**src/logic/jid_cfg.svh**
```systemverilog
`ifndef JID_CFG_SVH
`define JID_CFG_SVH

// instruction register
`define JID_IR_W 4
`define JID_OP_EXT_TEST 4'h0
`define JID_OP_SAMPLE 4'h1
`define JID_OP_IDENT 4'h2
`define JID_OP_HIGHZ 4'h4
`define JID_OP_BYPASS 4'hF
// capture pattern, low two bits fixed at 01
`define JID_IR_CAPTURE 4'h1

// identification register
`define JID_ID_W 32
// arbitrary neutral value, bit 0 set as the ident format needs
`define JID_ID_DEFAULT 32'h0123_4567

// bypass capture value
`define JID_BYP_CAPTURE 1'b0

// boundary pins of the default device
`define JID_NPIN 8

// clock figures
`define JID_CLK_NS 100
`define JID_TCK_MIN_NS 100

`endif

```
**src/logic/jid_pkg.sv**
```systemverilog
package jid_pkg;

  // test access port controller states
  typedef enum logic [3:0] {
    JID_TLR,
    JID_RTI,
    JID_SEL_DR,
    JID_CAP_DR,
    JID_SH_DR,
    JID_EX1_DR,
    JID_PAU_DR,
    JID_EX2_DR,
    JID_UPD_DR,
    JID_SEL_IR,
    JID_CAP_IR,
    JID_SH_IR,
    JID_EX1_IR,
    JID_PAU_IR,
    JID_EX2_IR,
    JID_UPD_IR
  } jid_tap_t;

  // data register between scan input and output
  typedef enum logic [1:0] {
    JID_DR_BYP,
    JID_DR_ID,
    JID_DR_BSR
  } jid_dr_sel_t;

  // decoded current instruction
  typedef struct packed {
    jid_dr_sel_t sel;
    logic ext_test;
    logic highz;
  } jid_dec_t;

  // raw scan pins from the test controller
  typedef struct packed {
    logic trst_n;
    logic tck;
    logic tms;
    logic tdi;
  } jid_link_t;

  // data register strobes for the scan cells
  typedef struct packed {
    logic capture;
    logic shift;
    logic update;
  } jid_dr_strobe_t;

endpackage

```
**src/logic/jid_sync.sv**
```systemverilog
`timescale 1ns/100ps
module jid_sync #(
  parameter int W = 4
) (
  // clock and reset
  input wire logic clk,
  input wire logic arst_n,
  // asynchronous levels in, synchronised levels out
  input wire logic [W-1:0] d,
  output logic [W-1:0] q
);

  typedef struct packed {
    logic [W-1:0] s1;
    logic [W-1:0] s2;
  } jid_sync_st_t;

  jid_sync_st_t st_r;
  jid_sync_st_t st_nxt;

  // first stage feeds the second only
  always_comb begin
    st_nxt = st_r;
    st_nxt.s1 = d;
    st_nxt.s2 = st_r.s1;
  end

  always_ff @(posedge clk or negedge arst_n) begin
    if (!arst_n) begin
      st_r <= '0;
    end else begin
      st_r <= st_nxt;
    end
  end

  assign q = st_r.s2;

endmodule

```
**src/logic/jid_top.sv**
```systemverilog
`timescale 1ns/100ps
`include "jid_cfg.svh"
// Behaviour
// - instruction bits enter from scan input only in the instruction-shift state
// - instruction register is four bits wide, sixteen codes
// - code 00: external test, boundary register in scan path
// - external test: boundary cells drive pins, input cells capture pins
// - code 01: functional operation, boundary register in scan path
// - sample/preload captures functional pin values and may preload test values
// - code 02: functional, 32-bit identification register in scan path
// - identification selected after reset or any entry to test-logic-reset
// - code 04: all outputs high impedance, bypass bit in scan path
// - code 0F: functional, bypass bit from scan input to output
// - unselected data registers never disturb the core or selected register
// - current instruction alone picks the one data register in the path
// - shifted instruction becomes current only at instruction-update
// - instruction capture loads fixed pattern ending in 01
// - bypass bit loads zero at capture-data rising test clock edge
module jid_top #(
  parameter int NPIN = `JID_NPIN,
  parameter logic [`JID_ID_W-1:0] ID_CODE = `JID_ID_DEFAULT
) (
  // clock and reset
  input wire logic clk,
  input wire logic arst_n,
  // scan pins
  input wire jid_pkg::jid_link_t link_in,
  output logic tdo,
  output logic tdo_oe,
  // core side of the boundary
  input wire logic [NPIN-1:0] func_out,
  input wire logic [NPIN-1:0] func_oe,
  output logic [NPIN-1:0] core_in,
  // pad side of the boundary
  input wire logic [NPIN-1:0] pin_in,
  output logic [NPIN-1:0] pad_out,
  output logic [NPIN-1:0] pad_oe,
  // status
  output jid_pkg::jid_tap_t tap_state,
  output logic [`JID_IR_W-1:0] instr_cur,
  output jid_pkg::jid_dec_t instr_dec,
  output jid_pkg::jid_dr_strobe_t dr_strobe
);
  import jid_pkg::*;

  localparam int IR_W = `JID_IR_W;
  localparam int ID_W = `JID_ID_W;
  // cell groups: inputs nearest the scan output, then outputs, then enables
  localparam int BSR_W = 3 * NPIN;
  localparam int SYNC_W = NPIN + 4;

  typedef struct packed {
    jid_tap_t tap;
    logic tck_d;
    logic [IR_W-1:0] ir_sh;
    logic [IR_W-1:0] ir;
    logic byp;
    logic [ID_W-1:0] id_sh;
    logic [BSR_W-1:0] bsr_sh;
    logic [BSR_W-1:0] bsr_upd;
    logic tdo;
    logic tdo_oe;
    jid_dr_strobe_t strobe;
  } jid_state_t;

  localparam jid_state_t ST_RST = '{
    tap: JID_TLR,
    tck_d: 1'b0,
    ir_sh: `JID_IR_CAPTURE,
    ir: `JID_OP_IDENT,
    byp: `JID_BYP_CAPTURE,
    id_sh: '0,
    bsr_sh: '0,
    bsr_upd: '0,
    tdo: 1'b0,
    tdo_oe: 1'b0,
    strobe: '0
  };

  ////////////////////////////////////////////////////////////////////////////
  // synchronisers for scan pins and pad inputs

  logic [SYNC_W-1:0] sync_q;
  jid_link_t lk;
  logic [NPIN-1:0] pin_s;

  // test clock is only sampled; its period must span at least four clk cycles
  jid_sync #(
    .W(SYNC_W)
  ) u_sync (
    .clk(clk),
    .arst_n(arst_n),
    .d({link_in, pin_in}),
    .q(sync_q)
  );

  assign lk = sync_q[SYNC_W-1:NPIN];
  assign pin_s = sync_q[NPIN-1:0];

  ////////////////////////////////////////////////////////////////////////////
  // functions

  function automatic jid_tap_t tap_next(input jid_tap_t s, input logic tms);
    jid_tap_t n;
    n = s;
    unique case (s)
      JID_TLR: n = tms ? JID_TLR : JID_RTI;
      JID_RTI: n = tms ? JID_SEL_DR : JID_RTI;
      JID_SEL_DR: n = tms ? JID_SEL_IR : JID_CAP_DR;
      JID_CAP_DR: n = tms ? JID_EX1_DR : JID_SH_DR;
      JID_SH_DR: n = tms ? JID_EX1_DR : JID_SH_DR;
      JID_EX1_DR: n = tms ? JID_UPD_DR : JID_PAU_DR;
      JID_PAU_DR: n = tms ? JID_EX2_DR : JID_PAU_DR;
      JID_EX2_DR: n = tms ? JID_UPD_DR : JID_SH_DR;
      JID_UPD_DR: n = tms ? JID_SEL_DR : JID_RTI;
      JID_SEL_IR: n = tms ? JID_TLR : JID_CAP_IR;
      JID_CAP_IR: n = tms ? JID_EX1_IR : JID_SH_IR;
      JID_SH_IR: n = tms ? JID_EX1_IR : JID_SH_IR;
      JID_EX1_IR: n = tms ? JID_UPD_IR : JID_PAU_IR;
      JID_PAU_IR: n = tms ? JID_EX2_IR : JID_PAU_IR;
      JID_EX2_IR: n = tms ? JID_UPD_IR : JID_SH_IR;
      JID_UPD_IR: n = tms ? JID_SEL_DR : JID_RTI;
    endcase
    return n;
  endfunction

  function automatic jid_dec_t instr_decode(input logic [IR_W-1:0] ir);
    jid_dec_t d;
    d.sel = JID_DR_BYP;
    d.ext_test = 1'b0;
    d.highz = 1'b0;
    unique case (ir)
      `JID_OP_EXT_TEST: begin
        d.sel = JID_DR_BSR;
        d.ext_test = 1'b1;
      end
      `JID_OP_SAMPLE: d.sel = JID_DR_BSR;
      `JID_OP_IDENT: d.sel = JID_DR_ID;
      `JID_OP_HIGHZ: begin
        d.sel = JID_DR_BYP;
        d.highz = 1'b1;
      end
      `JID_OP_BYPASS: d.sel = JID_DR_BYP;
      default: d.sel = JID_DR_BYP;
    endcase
    return d;
  endfunction

  // serial output bit of whichever data register the instruction picked
  function automatic logic dr_lsb(input jid_dr_sel_t sel, input logic byp, input logic [ID_W-1:0] id,
                                  input logic [BSR_W-1:0] bsr);
    logic b;
    b = byp;
    unique case (sel)
      JID_DR_BYP: b = byp;
      JID_DR_ID: b = id[0];
      JID_DR_BSR: b = bsr[0];
    endcase
    return b;
  endfunction

  ////////////////////////////////////////////////////////////////////////////
  // scan state

  jid_state_t st_r;
  jid_state_t st_nxt;
  jid_dec_t dec;
  logic tck_rise;
  logic tck_fall;

  assign tck_rise = lk.tck & ~st_r.tck_d;
  assign tck_fall = ~lk.tck & st_r.tck_d;

  always_comb begin
    st_nxt = st_r;
    dec = instr_decode(st_r.ir);
    st_nxt.tck_d = lk.tck;
    st_nxt.strobe = '0;
    if (!lk.trst_n) begin
      // test reset pin forces the reset state at once
      st_nxt.tap = JID_TLR;
      st_nxt.ir = `JID_OP_IDENT;
      st_nxt.tdo_oe = 1'b0;
    end else begin
      if (st_r.tap == JID_TLR) begin
        st_nxt.ir = `JID_OP_IDENT;
      end
      if (tck_rise) begin
        st_nxt.tap = tap_next(st_r.tap, lk.tms);
        if (st_r.tap == JID_CAP_IR) begin
          st_nxt.ir_sh = `JID_IR_CAPTURE;
        end
        if (st_r.tap == JID_SH_IR) begin
          st_nxt.ir_sh = {lk.tdi, st_r.ir_sh[IR_W-1:1]};
        end
        if (st_r.tap == JID_CAP_DR) begin
          st_nxt.strobe.capture = 1'b1;
          // only the selected register loads; the others keep still
          unique case (dec.sel)
            JID_DR_BYP: st_nxt.byp = `JID_BYP_CAPTURE;
            JID_DR_ID: st_nxt.id_sh = ID_CODE;
            JID_DR_BSR: st_nxt.bsr_sh = {func_oe, func_out, pin_s};
          endcase
        end
        if (st_r.tap == JID_SH_DR) begin
          st_nxt.strobe.shift = 1'b1;
          unique case (dec.sel)
            JID_DR_BYP: st_nxt.byp = lk.tdi;
            JID_DR_ID: st_nxt.id_sh = {lk.tdi, st_r.id_sh[ID_W-1:1]};
            JID_DR_BSR: st_nxt.bsr_sh = {lk.tdi, st_r.bsr_sh[BSR_W-1:1]};
          endcase
        end
      end
      if (tck_fall) begin
        if (st_r.tap == JID_UPD_IR) begin
          st_nxt.ir = st_r.ir_sh;
        end
        if (st_r.tap == JID_UPD_DR) begin
          st_nxt.strobe.update = 1'b1;
          if (dec.sel == JID_DR_BSR) begin
            // preload lands here before external test takes the pins
            st_nxt.bsr_upd = st_r.bsr_sh;
          end
        end
        // scan output changes on the falling edge, driven only while shifting
        st_nxt.tdo_oe = (st_r.tap == JID_SH_IR) || (st_r.tap == JID_SH_DR);
        if (st_r.tap == JID_SH_IR) begin
          st_nxt.tdo = st_r.ir_sh[0];
        end else if (st_r.tap == JID_SH_DR) begin
          st_nxt.tdo = dr_lsb(dec.sel, st_r.byp, st_r.id_sh, st_r.bsr_sh);
        end
      end
    end
  end

  always_ff @(posedge clk or negedge arst_n) begin
    if (!arst_n) begin
      st_r <= ST_RST;
    end else begin
      st_r <= st_nxt;
    end
  end

  ////////////////////////////////////////////////////////////////////////////
  // boundary muxes

  // pads pass straight through in functional mode; a register here would
  // add a cycle of latency to the core's own paths
  always_comb begin
    pad_out = func_out;
    pad_oe = func_oe;
    if (dec.highz) begin
      pad_oe = '0;
    end else if (dec.ext_test) begin
      pad_out = st_r.bsr_upd[2*NPIN-1:NPIN];
      pad_oe = st_r.bsr_upd[BSR_W-1:2*NPIN];
    end
  end

  // core keeps seeing the live pins, even under external test
  assign core_in = pin_in;

  ////////////////////////////////////////////////////////////////////////////
  // outputs

  assign tdo = st_r.tdo;
  assign tdo_oe = st_r.tdo_oe;
  assign tap_state = st_r.tap;
  assign instr_cur = st_r.ir;
  assign instr_dec = dec;
  assign dr_strobe = st_r.strobe;

endmodule

```
**config.mk**
```make
export PLATFORM = sky130hd
export DESIGN_NAME = jid_top
export DESIGN_NICKNAME = d
export VERILOG_FILES = /design/src/logic/jid_pkg.sv /design/src/logic/jid_sync.sv /design/src/logic/jid_top.sv
export VERILOG_INCLUDE_DIRS = /design/src /design/src/logic
export SDC_FILE = /design/constraint.sdc
export NUM_CORES = 1
export LEC_CHECK = 0
export ABC_AREA = 0
export BUFFER_PORTS_ARGS = -buffer_cell sky130_fd_sc_hd__buf_2
export CORE_UTILIZATION = 55
export CTS_CLUSTER_DIAMETER = 50
export CTS_CLUSTER_SIZE = 28
export DETAILED_ROUTE_END_ITERATION = 8
export PLACE_DENSITY = 0.77
export SYNTH_ARGS = -nofsm -noshare
export SYNTH_HDL_FRONTEND = slang
export SYNTH_SLANG_ARGS = --single-unit
```
**constraint.sdc**
```tcl
create_clock -name clk -period 2.8 [get_ports clk]
set_input_delay 0.56 -clock clk [delete_from_list [all_inputs] [get_ports clk]]
set_output_delay 0.56 -clock clk [all_outputs]
set_load 0.05 [all_outputs]
```
### After elaboration in Yosys (flattened, before gate mapping)

Index checks and enable logic that the tools add are counted.

* bits in registers: 123
* input port bits: 30
* output and inout port bits: 41
* word-level logic and storage cells: 102

* eq/ne operators: 22
* muxes and demuxes: 47
* bitwise operators: 4
* reduce and logical (&&, ||, !) cells: 14

Operators with widths (number)
* $mux W57: 2
* $mux W32: 2
* $mux W24: 2
* $mux W4: 12
* $pmux W4 S12: 1
* $eq A4 B4 Y1 const B: 8
* $mux W8: 4
* $eq A4 B3 Y1 const B: 5
* $mux W1: 15
* $eq A4 B2 Y1 const B: 3
* $mux W3: 3
* $eq A4 B1 Y1 const B: 2
* $logic_not A4 Y1: 2
* $mux W2: 4
* $reduce_and A3 Y1: 2
* $reduce_or A2 Y1: 3
* $ne A2 B2 Y1 const B: 2
* $pmux W2 S2: 1
* $reduce_and A4 Y1: 1
* $reduce_bool A2 Y1: 2
* $pmux W1 S3: 1
* $reduce_or A3 Y1: 1
* $and A1 B1 Y1: 2
* $eq A2 B1 Y1 const B: 1
* other kinds (5): 6

### Longest topological paths before layout

* depth after elaboration: 8
* depth in mapped cells: 9
* depth with buffers taken out: 7

### Hierarchy

Synthesis repeated with hierarchy kept, for this count alone.

* cell total of the unflattened synthesis: 421
* area total of the unflattened synthesis: 5054.8 sq um

By module, submodules not included
* jid_top: times used 1, cells an instance 397, area an instance 4454.3 sq um, seq. area each 2279.7 sq um
* jid_sync: times used 1, cells an instance 24, area an instance 600.6 sq um, seq. area each 600.6 sq um

### Worst setup path before layout

OpenSTA, ideal clock, no wires.

* path type: register -> output
* start: register st_r, in the netlist instr_cur[0]
* end: output pad_oe[6]
* arrival time: 2422 ps
* data required time: 2240 ps
* path slack: -182 ps
* cell stages (with the launch flop): 7
* buffers on the path: 2
* cells stage by stage: dfrtp_1 > or4_1 > clkbuf_1 > inv_2 > buf_2 > nand2_1 > a21oi_1

RTL lines
* from (decl): RTL line jid_top.sv:165 `jid_state_t st_r;`
* from (signal assigned): RTL line jid_top.sv:240 `st_r <= st_nxt;`
* to (decl): RTL line jid_top.sv:37 `output logic [NPIN-1:0] pad_oe,`

### Worst setup path after layout

* start: register st_r, in the netlist instr_cur[0]
* end: output pad_oe[7]

* word-level cells in the longest chain between the ends: 4
* elaborated cells on any way between the ends: 6
* those cells by class: eq/ne (1); mux (4); reduce/logical (1)

RTL lines
* $logic_not A4 Y1: RTL line jid_top.sv:132 `unique case (ir)`
* $mux W1: RTL line jid_top.sv:132
* $mux W8: RTL line jid_top.sv:254 `end else if (dec.ext_test) begin`
* $mux W8 *: RTL line jid_top.sv:252 `if (dec.highz) begin`

Every way passes the cells marked *; elsewhere a longest branch is shown, timed or not.

==> run metrics <==
Max VDD drop=0.583 mV; CTS H-tree lvls=4; Via Count=3494; CP Data Required Time=2.24 ns; status=completed; wire per inst=16.9 um; synth top area cells=dfrtp_1 56%, a2bb2oi_2 6.0%, nand2_1 3.9%, mux2_2 3.6%, a22o_1 3.5%; Seq/Total Area, Yosys=0.576; Die X=97.4 um; detailed placement HPWL=6260 um; Filler Cell Count=641; Post-synth top cells=113 x dfrtp_1, 52 x nand2_1, 24 x o22ai_1; CP startpoint kind=register; unique cell type count in the Yosys netlist=51; final core utilization=0.679; Num CTS Buffers=17; most common cell in the netlist=dfrtp_1; Cell Pwr Density=705 nW/um^2; first-pass GRT wire length=16900 um; hold_sp=link_in[1]; Max Buffers Root-to-Sink=2; RSZ-0062 raised after global routing=false; nets=506; Pins Over Slew Limit=0; Crit. End Element=output port; Port Buffers=70; r2r startpoint=instr_cur[2]; initial drt markers=171; die height=97.4 um; Post-DRT Antenna Nets=0; IO Pins=71; largest net degree at the start of global routing=65; routed vias/inst=5.89; Main synth FF type=dfrtp_1; DRC violations left=0; Fin Clk Skew=0.00681 ns; reg-to-reg slack, setup=0.38 ns; CP startpoint=instr_cur[0]; Setup TNS=0 ns; remaining global-route overflow=0; worst skew pair latency=0.50 ns; Tcrit/Tclk final=0.955; # setup viols final=0; Finished Cell Area=5950 um^2; clk sinks=115; crit path kind=reg -> out; Area Growth Syn to Fin=18.8%; Final GP Congestion=0.795; DRT Wirelength=10000 um; placed cell count=561; share of cells above drive strength 1=0.326; vias in the first global route=3490; GRT Total Usage=0.223; DP Area=5290 um^2; clk slew on worst S/H paths=0.06 ns; # rows=34; Root Driver=clkbuf_8; syn nets=455; Post-synth EDFFs=0; Worst slew margin=0.465; area share of the largest cell type after synthesis=0.565; max cap viols=0; Hold Worst Slack=0.166 ns; Starting Density=0.571; area leader, netlist=dfrtp_1; Yosys reg bits=115; Worst Tran Pin Value=0.796 ns; core footprint=8760 um^2; Mapped Area=5000 um^2; Min-Delay Path Class=in -> reg; Synth warnings=0; Fmax=374 MHz; DRT Pass-1 Iters=4; Critical Path AT=2.11 ns; initial antenna violation count=0; non-filler cells, final=593; die area=9480 um^2; Leak=0.00287 uW; CTS tree=yes; Post-Syn Area per Cell=11.9 um^2; crit path time final=2.67 ns; CP max FO=17; final hold vios=0; Mapped Cells=422; diodes inserted=0; Async SR Flop Fraction=1.00
## critical path, cell delays in order, from the launching register on
cell,delay (ns)
dfrtp_1,0.45
or4_4,0.60
clkinv_4,0.14
nand2_1,0.08
a21oi_1,0.13
buf_4,0.21
## where the power goes
group | switching [uW] | internal, uW
Clock | 704 | 1500
Combinational | 161 | 79.7
Sequential | 35.9 | 1710
## through the flow
step	setup slack [ns]	power [uW]
after detailed placement	0.453	2010
after CTS	0.00648	4230
after global routing	0.0300	4330
after floorplan	-0.0435	1920
final	0.126	4200
after global placement	0.490	2010
## cell families after synthesis
family,Yosys count,share of synthesized area
fa+ha+maj,3,0.00750
simple gates,104,0.106
mux,16,0.0360
xor+xnor,1,0.00175
buf+inv,60,0.0665
flops,115,0.575
compound gates,123,0.207
## cell type report
class / count / area [um^2] / share of cell area
repair buffers: 81 / 470 / 0.0791
well taps: 108 / 135 / 0.0227
inverters: 11 / 46.3 / 0.00778
clock buffers: 21 / 459 / 0.0772
multi-input cells: 247 / 1800 / 0.303
flip-flops and latches: 115 / 2880 / 0.484
clock inverters: 10 / 155 / 0.0261
## cells in the final DEF (no fill, tap or decap), drive strengths merged, types with 2 or more instances in the layout
cell type  count
nor4b          3
or3            3
nor3           4
and2           5
inv           10
buf           80
clkinv         5
a22o          20
nand3b         3
nand2         53
clkinvlp       2
o22a          12
dfstp          2
dfrtp        113
a211oi         2
nand2b         3
o21ai         10
o221ai         3
a21oi         15
nor2           8
o22ai         24
nor2b          6
a31oi          4
ha             3
clkbuf        21
mux2          16
a2bb2oi       24
o211ai         3
bufinv         4
nand3          8
## what timing repair did
action,4_1_cts,5_1_grt
resized for setup,9,3
hold buffers,1,0
endpoints found under the setup margin,16,17
endpoints found under the hold margin,3,0
buffers inserted,0,0
## layer usage
layer | track usage | wire, um | up-vias
met5 | 0 | 0 | -
met1 | 0.299 | 4460 | 1751
met3 | 0.0489 | 433 | 10
met4 | 0.0735 | 92 | 0
li1 | - | - | 1628
met2 | 0.364 | 5060 | 105
## final timing paths
check                      cells after the start          endpoint
max                                            5         pad_oe[7]
min                                            1  u_sync.st_nxt[9]
max reg2reg                                    8          st_r[37]
min reg2reg                                    0       u_sync.q[5]
max in group asynchronous                      3          st_r[35]
min in group asynchronous                      2      tap_state[0]
## flip-flops by register name (all words and copies together) (netlist names)
name           cells
dr_strobe          3
instr_cur          4
st_r              78
tap_state          4
tdo                1
tdo_oe             1
u_sync.q          12
u_sync.st_nxt     12
Power figures use the tool's default switching activity.
